`config.mk`:
```
export PLATFORM = sky130hd
export DESIGN_NAME = afsc_filter_config
export DESIGN_NICKNAME = d
export VERILOG_FILES = /design/src/rtl/afsc_pkg.sv /design/src/rtl/afsc_filter_config.sv
export SDC_FILE = /design/constraint.sdc
export NUM_CORES = 1
export LEC_CHECK = 0
export ABC_AREA = 1
export BUFFER_PORTS_ARGS = -buffer_cell sky130_fd_sc_hd__buf_2
export CORE_MARGIN = 2
export CORE_UTILIZATION = 38
export DETAILED_ROUTE_END_ITERATION = 8
export PLACE_DENSITY = 0.56
export SYNTH_ARGS = -nofsm -noshare
export SYNTH_HDL_FRONTEND = slang
export SYNTH_SLANG_ARGS = --single-unit
export TNS_END_PERCENT = 5
```
`constraint.sdc`:
```
create_clock -name i_clk -period 3.5 [get_ports i_clk]
set_clock_uncertainty 0.15 [all_clocks]
set_input_delay 0.35 -clock i_clk [delete_from_list [all_inputs] [get_ports i_clk]]
set_output_delay 0.35 -clock i_clk [all_outputs]
set_load 0.05 [all_outputs]
```
`src/rtl/afsc_pkg.sv`:
```
/*
  Shared constants and types for the per-setup filter configuration block.
  Assumes a host-side serial port engine that presents decoded register
  reads and writes as single-cycle strobes with a register address.
*/
package afsc_pkg;

  // ----------------------------------------------------------------------
  // register map
  // ----------------------------------------------------------------------
  localparam int ADDR_W = 6;
  localparam int DATA_W = 16;
  localparam int NUM_SETUPS = 8;
  localparam int SETUP_W = 3;
  localparam logic [ADDR_W-1:0] FILTER_SETUP_ZERO_CONFIG_ADDR = 6'h28;
  localparam logic [ADDR_W-1:0] FILTER_SETUP_LAST_CONFIG_ADDR = 6'h2f;
  localparam logic [DATA_W-1:0] FILTER_CONFIG_RESET = 16'h0500;

  // ----------------------------------------------------------------------
  // field layout
  // ----------------------------------------------------------------------
  localparam int DIRECT_DECIMATION_SELECT_BIT = 15;
  localparam int DECIM_RATE_W = 15;
  localparam int POSTFILTER_ENABLE_BIT = 11;
  localparam int POSTFILTER_SELECT_LSB = 8;
  localparam int POSTFILTER_SELECT_W = 3;
  localparam int FILTER_TYPE_SELECT_LSB = 5;
  localparam int FILTER_TYPE_SELECT_W = 2;
  localparam int OUTPUT_RATE_SELECT_LSB = 0;
  localparam int OUTPUT_RATE_SELECT_W = 5;
  // writable bits with the direct decimation select bit clear
  localparam logic [DATA_W-1:0] NORMAL_WRITE_MASK = 16'h8f7f;
  // writable bits with the direct decimation select bit set
  localparam logic [DATA_W-1:0] DIRECT_WRITE_MASK = 16'hffff;

  // ----------------------------------------------------------------------
  // encodings
  // ----------------------------------------------------------------------
  localparam logic [FILTER_TYPE_SELECT_W-1:0] FILTER_TYPE_SINC5_SINC1 = 2'h0;
  localparam logic [POSTFILTER_SELECT_W-1:0] POSTFILTER_27SPS = 3'h2;
  localparam logic [POSTFILTER_SELECT_W-1:0] POSTFILTER_21SPS = 3'h3;
  localparam logic [POSTFILTER_SELECT_W-1:0] POSTFILTER_20SPS = 3'h5;
  localparam logic [POSTFILTER_SELECT_W-1:0] POSTFILTER_16SPS = 3'h6;

  // ----------------------------------------------------------------------
  // direct decimation timing: one word per 32 x rate modulator clocks
  // ----------------------------------------------------------------------
  localparam int DECIM_FACTOR = 32;
  localparam int DECIM_FACTOR_SHIFT = 5;
  localparam int WORD_COUNT_W = DECIM_RATE_W + DECIM_FACTOR_SHIFT;

  // ----------------------------------------------------------------------
  // carriers
  // ----------------------------------------------------------------------
  typedef struct packed {
    logic write;
    logic read;
    logic [ADDR_W-1:0] addr;
    logic [DATA_W-1:0] wdata;
  } afsc_req_t;

  typedef struct packed {
    logic direct_mode;
    logic [DECIM_RATE_W-1:0] decim_rate;
    logic sinc3_sel;
    logic postfilter_on;
    logic [POSTFILTER_SELECT_W-1:0] postfilter_select;
    logic postfilter_valid;
    logic [OUTPUT_RATE_SELECT_W-1:0] output_rate_select;
  } afsc_cfg_t;

endpackage

```
`src/rtl/afsc_filter_config.sv`:
```
/*
  Eight per-setup filter configuration registers of a multiplexed
  sigma-delta converter, the decode of the active setup's fields for the
  filter datapath, the conversion restart on any filter config write, and the output
  word pacing of direct sinc3 decimation mode.
  Assumes i_clk is the modulator clock and that the serial port engine
  delivers register accesses as one-cycle strobes on i_req.
*/
// Summary of operation
// - any filter config write aborts conversion, restarts at first sequenced channel
// - each filter config register is 16 bits, resets to 0x0500
// - direct decimation bit set: bits 14:0 are sinc3 rate, other options ignored
// - direct mode single channel word rate is modulator clock over 32 times rate
// - direct decimation bit clear: bits 14:12 and 7 reserved, host writes zero, device keeps them zero
// - postfilter enable bit 11 turns postfilter on, only with filter type 00
// - postfilter select 010/011/101/110 give 27/21.25/20/16.67 SPS, reset 0x5
// - filter type 00 selects sinc5 plus sinc1, other codes select sinc3
// - five-bit output rate field selects data rate for sinc5 plus sinc1
// - seven more registers at following addresses share layout and reset value
`timescale 1ns/1ps

module afsc_filter_config (
  input wire logic i_clk,
  input wire logic i_nrst,
  input wire afsc_pkg::afsc_req_t i_req,
  input wire logic [afsc_pkg::SETUP_W-1:0] i_active_setup,
  output logic [afsc_pkg::DATA_W-1:0] o_rdata,
  output logic o_rvalid,
  output logic o_restart,
  output afsc_pkg::afsc_cfg_t o_cfg,
  output logic o_word_strobe
);
  import afsc_pkg::*;

  // ----------------------------------------------------------------------
  // helpers
  // ----------------------------------------------------------------------
  function automatic logic hits_filter_config(input logic [ADDR_W-1:0] addr);
    hits_filter_config = (addr >= FILTER_SETUP_ZERO_CONFIG_ADDR) &&
                         (addr <= FILTER_SETUP_LAST_CONFIG_ADDR);
  endfunction

  function automatic logic [SETUP_W-1:0] setup_index(input logic [ADDR_W-1:0] addr);
    logic [ADDR_W-1:0] diff;
    diff = addr - FILTER_SETUP_ZERO_CONFIG_ADDR;
    setup_index = diff[SETUP_W-1:0];
  endfunction

  function automatic logic [DATA_W-1:0] write_value(input logic [DATA_W-1:0] wdata);
    if (wdata[DIRECT_DECIMATION_SELECT_BIT]) begin
      write_value = wdata & DIRECT_WRITE_MASK;
    end else begin
      write_value = wdata & NORMAL_WRITE_MASK;
    end
  endfunction

  function automatic afsc_cfg_t decode_cfg(input logic [DATA_W-1:0] r);
    afsc_cfg_t c;
    logic [FILTER_TYPE_SELECT_W-1:0] ftype;
    logic [POSTFILTER_SELECT_W-1:0] psel;
    c = '0;
    ftype = r[FILTER_TYPE_SELECT_LSB +: FILTER_TYPE_SELECT_W];
    psel = r[POSTFILTER_SELECT_LSB +: POSTFILTER_SELECT_W];
    if (r[DIRECT_DECIMATION_SELECT_BIT]) begin
      // every other option is dropped in direct mode
      c.direct_mode = 1'b1;
      c.decim_rate = r[DECIM_RATE_W-1:0];
      c.sinc3_sel = 1'b1;
    end else begin
      c.sinc3_sel = (ftype != FILTER_TYPE_SINC5_SINC1);
      c.postfilter_on = r[POSTFILTER_ENABLE_BIT] && (ftype == FILTER_TYPE_SINC5_SINC1);
      c.postfilter_select = psel;
      c.postfilter_valid = (psel == POSTFILTER_27SPS) || (psel == POSTFILTER_21SPS) ||
                           (psel == POSTFILTER_20SPS) || (psel == POSTFILTER_16SPS);
      c.output_rate_select = r[OUTPUT_RATE_SELECT_LSB +: OUTPUT_RATE_SELECT_W];
    end
    decode_cfg = c;
  endfunction

  // ----------------------------------------------------------------------
  // register file
  // ----------------------------------------------------------------------
  logic [DATA_W-1:0] cfg_reg [NUM_SETUPS];
  logic [DATA_W-1:0] cfg_next [NUM_SETUPS];
  logic [DATA_W-1:0] rdata_reg;
  logic [DATA_W-1:0] rdata_next;
  logic rvalid_reg;
  logic rvalid_next;
  logic restart_reg;
  logic restart_next;
  logic cfg_write;

  always_comb begin
    cfg_write = i_req.write && hits_filter_config(i_req.addr);
    for (int i = 0; i < NUM_SETUPS; i++) begin
      cfg_next[i] = cfg_reg[i];
    end
    if (cfg_write) begin
      cfg_next[setup_index(i_req.addr)] = write_value(i_req.wdata);
    end
    restart_next = cfg_write;
    rvalid_next = i_req.read;
    rdata_next = rdata_reg;
    if (i_req.read) begin
      if (hits_filter_config(i_req.addr)) begin
        rdata_next = cfg_reg[setup_index(i_req.addr)];
      end else begin
        rdata_next = '0;
      end
    end
  end

  always_ff @(posedge i_clk or negedge i_nrst) begin
    if (!i_nrst) begin
      for (int i = 0; i < NUM_SETUPS; i++) begin
        cfg_reg[i] <= FILTER_CONFIG_RESET;
      end
      rdata_reg <= '0;
      rvalid_reg <= 1'b0;
      restart_reg <= 1'b0;
    end else begin
      for (int i = 0; i < NUM_SETUPS; i++) begin
        cfg_reg[i] <= cfg_next[i];
      end
      rdata_reg <= rdata_next;
      rvalid_reg <= rvalid_next;
      restart_reg <= restart_next;
    end
  end

  // ----------------------------------------------------------------------
  // active setup decode
  // ----------------------------------------------------------------------
  afsc_cfg_t active_cfg_reg;
  afsc_cfg_t active_cfg_next;

  always_comb begin
    active_cfg_next = decode_cfg(cfg_reg[i_active_setup]);
  end

  always_ff @(posedge i_clk or negedge i_nrst) begin
    if (!i_nrst) begin
      active_cfg_reg <= '0;
    end else begin
      active_cfg_reg <= active_cfg_next;
    end
  end

  // ----------------------------------------------------------------------
  // direct decimation word pacing
  // ----------------------------------------------------------------------
  typedef enum logic [1:0] {
    AFSC_PACE_IDLE = 2'b00,
    AFSC_PACE_RUN = 2'b01
  } afsc_pace_t;

  afsc_pace_t pace_reg;
  afsc_pace_t pace_next;
  logic [WORD_COUNT_W-1:0] count_reg;
  logic [WORD_COUNT_W-1:0] count_next;
  logic [WORD_COUNT_W-1:0] period;
  logic strobe_reg;
  logic strobe_next;

  always_comb begin
    period = {active_cfg_reg.decim_rate, {DECIM_FACTOR_SHIFT{1'b0}}};
    pace_next = pace_reg;
    count_next = count_reg;
    strobe_next = 1'b0;
    case (pace_reg)
      AFSC_PACE_IDLE: begin
        count_next = '0;
        if (active_cfg_reg.direct_mode && (period != '0) && !restart_reg) begin
          pace_next = AFSC_PACE_RUN;
        end
      end
      AFSC_PACE_RUN: begin
        if (restart_reg || !active_cfg_reg.direct_mode || (period == '0)) begin
          // a filter config write aborts the word in progress
          pace_next = AFSC_PACE_IDLE;
          count_next = '0;
        end else if (count_reg >= period - 1'b1) begin
          count_next = '0;
          strobe_next = 1'b1;
        end else begin
          count_next = count_reg + 1'b1;
        end
      end
      default: begin
        pace_next = AFSC_PACE_IDLE;
        count_next = '0;
      end
    endcase
  end

  always_ff @(posedge i_clk or negedge i_nrst) begin
    if (!i_nrst) begin
      pace_reg <= AFSC_PACE_IDLE;
      count_reg <= '0;
      strobe_reg <= 1'b0;
    end else begin
      pace_reg <= pace_next;
      count_reg <= count_next;
      strobe_reg <= strobe_next;
    end
  end

  // ----------------------------------------------------------------------
  // outputs
  // ----------------------------------------------------------------------
  assign o_rdata = rdata_reg;
  assign o_rvalid = rvalid_reg;
  assign o_restart = restart_reg;
  assign o_cfg = active_cfg_reg;
  assign o_word_strobe = strobe_reg;

endmodule

```
==> results of run 1 <==
==> tightest hold or removal path: stages <==
cell and delay [ns]:
buf_2 0.10, nand2_1 0.05, o21ai_0 0.06
==> logic make-up after synthesis <==
kind of cell             after synthesis
AO/OA/AOI/OAI                        294
XOR/XNOR                              22
adder cells (fa/ha/maj)               17
buffers and inverters                174
flip-flops                           195
AND/OR/NAND/NOR                      630
==> cell type report <==
class                   count  area, sq um  share of cell area
clock buffers              17          425              0.0371
clock inverters            15          169              0.0147
inverters                 110          413              0.0360
multi-input cells         963         4470               0.389
flip-flops and latches    195         4900               0.427
well taps                 335          419              0.0365
repair buffers            110          682              0.0594
==> cells in the mapped netlist (13+ instances only) <==
library cell  count
clkbuf_1         31
buf_2            30
nand2_1         364
dfrtp_1         179
ha_1             17
dfstp_2          16
a21oi_1          50
nand3_1          55
nor2_1          174
o211ai_1         13
o21ai_0         209
inv_1           102
==> power groups by stage <==
stage,Clock [mW],Sequential (mW),Combinational (mW)
4_1_cts,2.05,2.66,0.997
6_report,2.02,2.66,0.991
5_1_grt,2.14,2.69,1.13
3_3_place_gp,0,2.69,0.975
3_5_place_dp,0,2.70,0.990
2_1_floorplan,0,2.79,0.559
==> path summary, 6_finish.rpt <==
| check | start | endpoint | slack [ns] | cells after the start |
|---|---|---|---|---|
| max | o_cfg[11] | count_reg[14] | 0.43 | 18 |
| max in group asynchronous | i_nrst | cfg_reg[88] | 1.96 | 3 |
| min in group asynchronous | i_nrst | o_cfg[3] | 0.36 | 2 |
| min | i_req[3] | cfg_reg[115] | 0.02 | 3 |
| max reg2reg | o_cfg[11] | count_reg[14] | 0.43 | 18 |
| min reg2reg | o_rdata[1] | o_rdata[1] | 0.33 | 2 |
==> repair_timing <==
item / 4_1_cts / 5_1_grt
resized for setup: 0 / 1
endpoints found under the setup margin: 0 / 15
hold buffers: 3 / 0
endpoints found under the hold margin: 74 / 0
==> through the flow <==
step	setup WS, ns	instances	cell area, sq um	hold slack (ns)	util
final	0.432	1745	11500	0.0158	0.440
after global routing	0.0832	1745	11500	0.0123	0.440
after CTS	0.344	1745	11500	0.00763	0.440
after detailed placement	0.366	1710	10800	0.293	0.416
after global placement	0.445	1710	10800	0.293	0.416
after floorplan	0.625	1332	10100	-0.0956	-
==> per-layer routing <==
| layer | vias up | routed length, um | GRT usage |
|---|---|---|---|
| li1 | 4418 | - | - |
| met1 | 4201 | 14300 | 0.320 |
| met2 | 290 | 14100 | 0.365 |
| met3 | 34 | 1820 | 0.0404 |
| met4 | 0 | 523 | 0.0555 |
| met5 | - | 0 | 0 |
==> layout by cell type, fill, tap and decap left out, types with 12 or more instances in the layout <==
cell type / count
a21oi_1: 50
nor2_1: 174
xnor2_1: 12
inv_1: 102
ha_1: 17
nand3_1: 54
dfrtp_1: 179
buf_2: 73
o211ai_1: 13
nand2_1: 364
nor3_1: 12
buf_4: 31
dfstp_2: 16
nand3b_1: 12
clkbuf_16: 17
o21ai_0: 209
==> out/qor.txt, run 1 <==
Synth warn = 0
I/O Pins = 75
Tcrit/Tclk final = 0.877
Switching pwr = 1.78 mW
Slew @ Worst Pin = 0.747 ns
Setup tns final = 0 ns
Bufs and invs on worst path = 4
Fin crit period = 3.07 ns
Syn Nets = 1378
Slowest-stage cell, CP = dfrtp_1
Synthesized cell area = 10100 sq um
Compound-gate portion of the synthesized area = 0.152
Slew headroom = 0.501
DR WL/cell = 17.6 um
Final Hold Violating Endpoints = 0
Leakage = 5.67 nW
GRT Util Overall = 0.227
Final Power = 5.66 mW
Worst setup EP type = register
Ant. Diodes = 0
Clock share of power = 0.356
Main synth FF type = dfrtp_1
Max-Cap Viols = 0
Crit path launch type = register
Adder and majority gate portion of the synthesized area = 0.0211
DP Wirelength = 21.2 mm
Global-route wire length before repair = 49.3 mm
Die Ht = 167 um
Area growth syn-to-layout = 14.0%
Post-CTS Setup Bufs = 0
Core area = 26100 sq um
Hold WC Path Type = in2reg
Antenna viol nets, final = 0
GRT overflow = 0
Yosys reg bits = 195
Int Power = 3.89 mW
Worst EP arrival = 3.23 ns
Vias in the first global route = 8647
Multiplexer share of the synthesized area = 0
Starting Density = 0.386
RSZ-0062 raised after global routing = false
Max FFs per register = 128
FP Rows = 59
Number of DRC markers in iteration 0 = 761
Post-synth cell types = 28
Clk pin slew, worst setup/hold paths = 0.08 ns
Post-synthesis xor/xnor area fraction = 0.0191
Run status = completed
Ranking of synthesized cells by area = dfrtp_1 45%, nand2_1 14%, o21ai_0 10%, nor2_1 6.5%, dfstp_2 4.2%
CTS tree = done
RePlAce Congestion = 0.836
Largest family of logic cells by synthesized area = simple AND/OR/NAND/NOR gates
CP dominant cell by count = nand2_1
Clock Tree Buf Depth = 2
Combinational power share = 0.175
Layout cells sized above 1 = 0.121
CP Cell Sequence = inv_1, ha_1, nand2_1, nor2_1, nand2_1, nor2_1, nand3_1, nand2_1, inv_1, ha_1, nand2_1, nor2_1, nand2_1, inv_1, nand4_1, nand3_2, buf_4, nor2_1
Post-synth EDFFs = 0
Share of power burned in registers = 0.469
Via count = 8943
Total CTS buffers = 17
Antenna violations before repair = 0
Critical Path RT = 3.66 ns
# nets final = 1443
Ys async rst share = 1.00
Largest net degree at the start of global routing = 82
Worst VDD drop = 269 uV
Crit-path max cell delay = 0.41 ns
Critical path class = reg2reg
Die area = 27800 sq um
# setup viols final = 0
Worst-Skew Late Latency = 0.43 ns
CTS Sinks = 195
DRC viols = 0
Fmax achieved = 326 MHz
Crit path max fanout = 15
Syn_area_per_cell = 7.55 sq um
Switching Fraction = 0.314
Drt via density = 5.12
H-tree depth = 4
Synth area leader = dfrtp_1
Fin. max-slew vios = 0
PD cells = 494 nW/um^2
Drt pass-1 iters = 7
Seq/Total Area, Yosys = 0.487
Final Routed Wirelength = 30.7 mm
Clk root buf = clkbuf_16
Top cell type's share of synthesized area = 0.445
Port Buf Inserts = 74
Largest delay share family, worst path = simple AND/OR/NAND/NOR gates
Synth Area in Simple Gates = 0.251
Filler Cell Count = 2673
Die Span X = 167 um
Syn Inst Count = 1332
Power figures use the tool's default switching activity.
==> inputs of run 2 (changes only) <==
Clock period 3.5 ns to 3.25 ns, I/O delays scaled along.
==> run 2 against run 1 <==
  * Worst setup slack got worse by 0.040 ns
  * Utilization rose by 0.71 points
  * Clock power rose by 13%
  * Flip-flop and latch count did not move
  * Final cell count rose by 0.86%
  * Clock-buffer cell count rose by 3
  * Non-clock buffer count rose by 15
  * Register-to-register slack got worse by 0.04 ns
  * Via count rose by 0.56%
  * Global-route usage rose by 0.060 points
==> out/qor.txt, run 2 (synthesized netlist as in run 1, its figures left out) <==
Setup tns final = 0 ns
FP Rows = 59
Worst VDD drop = 295 uV
Final Hold Violating Endpoints = 0
Fmax achieved = 350 MHz
Critical Path RT = 3.47 ns
Final cell count without fillers = 1760
Leakage = 5.76 nW
Worst EP arrival = 3.08 ns
Fin crit period = 2.86 ns
Fin. max-slew vios = 0
Core area = 26100 sq um
Worst-Skew Late Latency = 0.43 ns
Crit path max fanout = 21
CTS tree = done
Die area = 27800 sq um
Tcrit/Tclk final = 0.879
Die Span X = 167 um
Hold WC Path Type = in2reg
Clk root buf = clkbuf_16
Hold WS = 0.0176 ns
Slew @ Worst Pin = 0.763 ns
Largest net degree at the start of global routing = 74
Via count = 8993
CTS Sinks = 195
DP Area = 10900 sq um
Most frequent cells in the layout = 364 x nand2_1, 209 x o21ai_0, 179 x dfrtp_1
Max FFs per register = 128
Vias in the first global route = 8593
Clock Tree Buf Depth = 2
Ant. Diodes = 0
Antenna violations before repair = 0
Slew headroom = 0.491
Total CTS buffers = 17
Run status = completed
GRT overflow = 0
Most common cell after layout, fill and taps aside = nand2_1
Design Area, Final = 11700 sq um
Worst setup EP type = register
Final Routed Wirelength = 30.7 mm
# setup viols final = 0
# nets final = 1458
GRT Util Overall = 0.228
Antenna viol nets, final = 0
PD cells = 534 nW/um^2
RePlAce Congestion = 0.827
DR WL/cell = 17.5 um
Drt via density = 5.11
Max-Cap Viols = 0
Number of DRC markers in iteration 0 = 757
Port Buf Inserts = 74
Drt pass-1 iters = 5
Area growth syn-to-layout = 15.9%
DRC viols = 0
Die Ht = 167 um
Crit path launch type = register
RSZ-0062 raised after global routing = false
Critical path class = reg2reg
Cells after DPL = 1719
Clk pin slew, worst setup/hold paths = 0.07 ns
H-tree depth = 4
I/O Pins = 75
DP Wirelength = 21.4 mm
Post-CTS Setup Bufs = 0
Global-route wire length before repair = 49.6 mm
Starting Density = 0.386
Layout cells sized above 1 = 0.125
## run 2: cell types whose count changed in the layout (fill, tap and decap cells not counted), moves of 2 or more
cell	delta
buf_4	+7
dlygate4sd3_1	+6
inv_6	-4
clkinv_2	+3
clkinvlp_4	-3
buf_12	+2
bufinv_16	+2
clkbuf_8	+2
## run 2: worst max-delay path, stage by stage, from the launching register on
cell and delay, ns:
dfrtp_1 0.40, inv_1 0.10, ha_1 0.19, nand2_1 0.11
nor2_1 0.16, nand2_1 0.11, nor2_1 0.19, nand3_1 0.10
nand2_1 0.08, inv_1 0.04, ha_1 0.28, nand2_1 0.07
nor2_1 0.14, nand2_1 0.06, inv_1 0.07, nand4_1 0.07
nand3_1 0.15, buf_12 0.17, nand2_1 0.07, inv_1 0.07
## run 2: layout make-up
cell class | instances | area, sq um
clock inverter | 12 | 175
timing repair buffer | 125 | 835
inverter | 110 | 413
tap | 335 | 419
clock buffer | 20 | 457
multi-input combinational | 963 | 4460
sequential | 195 | 4900
fill | 2726 | 14400
## run 2: report_power, final
group | total, mW | switching [mW] | internal [mW]
registers | 2.87 | 0.165 | 2.70
clock network | 2.28 | 0.950 | 1.33
logic | 1.08 | 0.735 | 0.343
## run 2: timing repair
action / in CTS / in global routing
hold buffers: 9 / 0
endpoints found under the hold margin: 67 / 0
gates resized for setup: 0 / 0
## run 2: per-layer routing
metal | vias to the layer above | global-route usage | wire [um]
met1 | 4235 | 0.325 | 14500
li1 | 4459 | - | -
met3 | 34 | 0.0290 | 1430
met4 | 0 | 0.0577 | 522
met2 | 265 | 0.368 | 14200
met5 | - | 0 | 0
## run 2: final timing paths
| check | start | end | slack, ns | cells after the start |
|---|---|---|---|---|
| setup / recovery | o_cfg[11] | o_word_strobe | 0.39 | 19 |
| hold / removal | i_req[6] | cfg_reg[38] | 0.02 | 3 |
| setup reg to reg | o_cfg[11] | o_word_strobe | 0.39 | 19 |
| hold reg to reg | o_rdata[10] | o_rdata[10] | 0.33 | 2 |
| max in group asynchronous | i_nrst | cfg_reg[106] | 1.84 | 3 |
| min in group asynchronous | i_nrst | o_rvalid | 0.28 | 2 |
## run 2: metrics by stage
step	total power, mW	setup WS (ns)	utilization
6_report	6.23	0.392	0.447
5_1_grt	6.56	0.0977	0.447
4_1_cts	6.28	0.366	0.447
3_5_place_dp	3.98	0.391	0.420
3_3_place_gp	3.96	0.449	0.420
2_1_floorplan	3.61	0.375	-
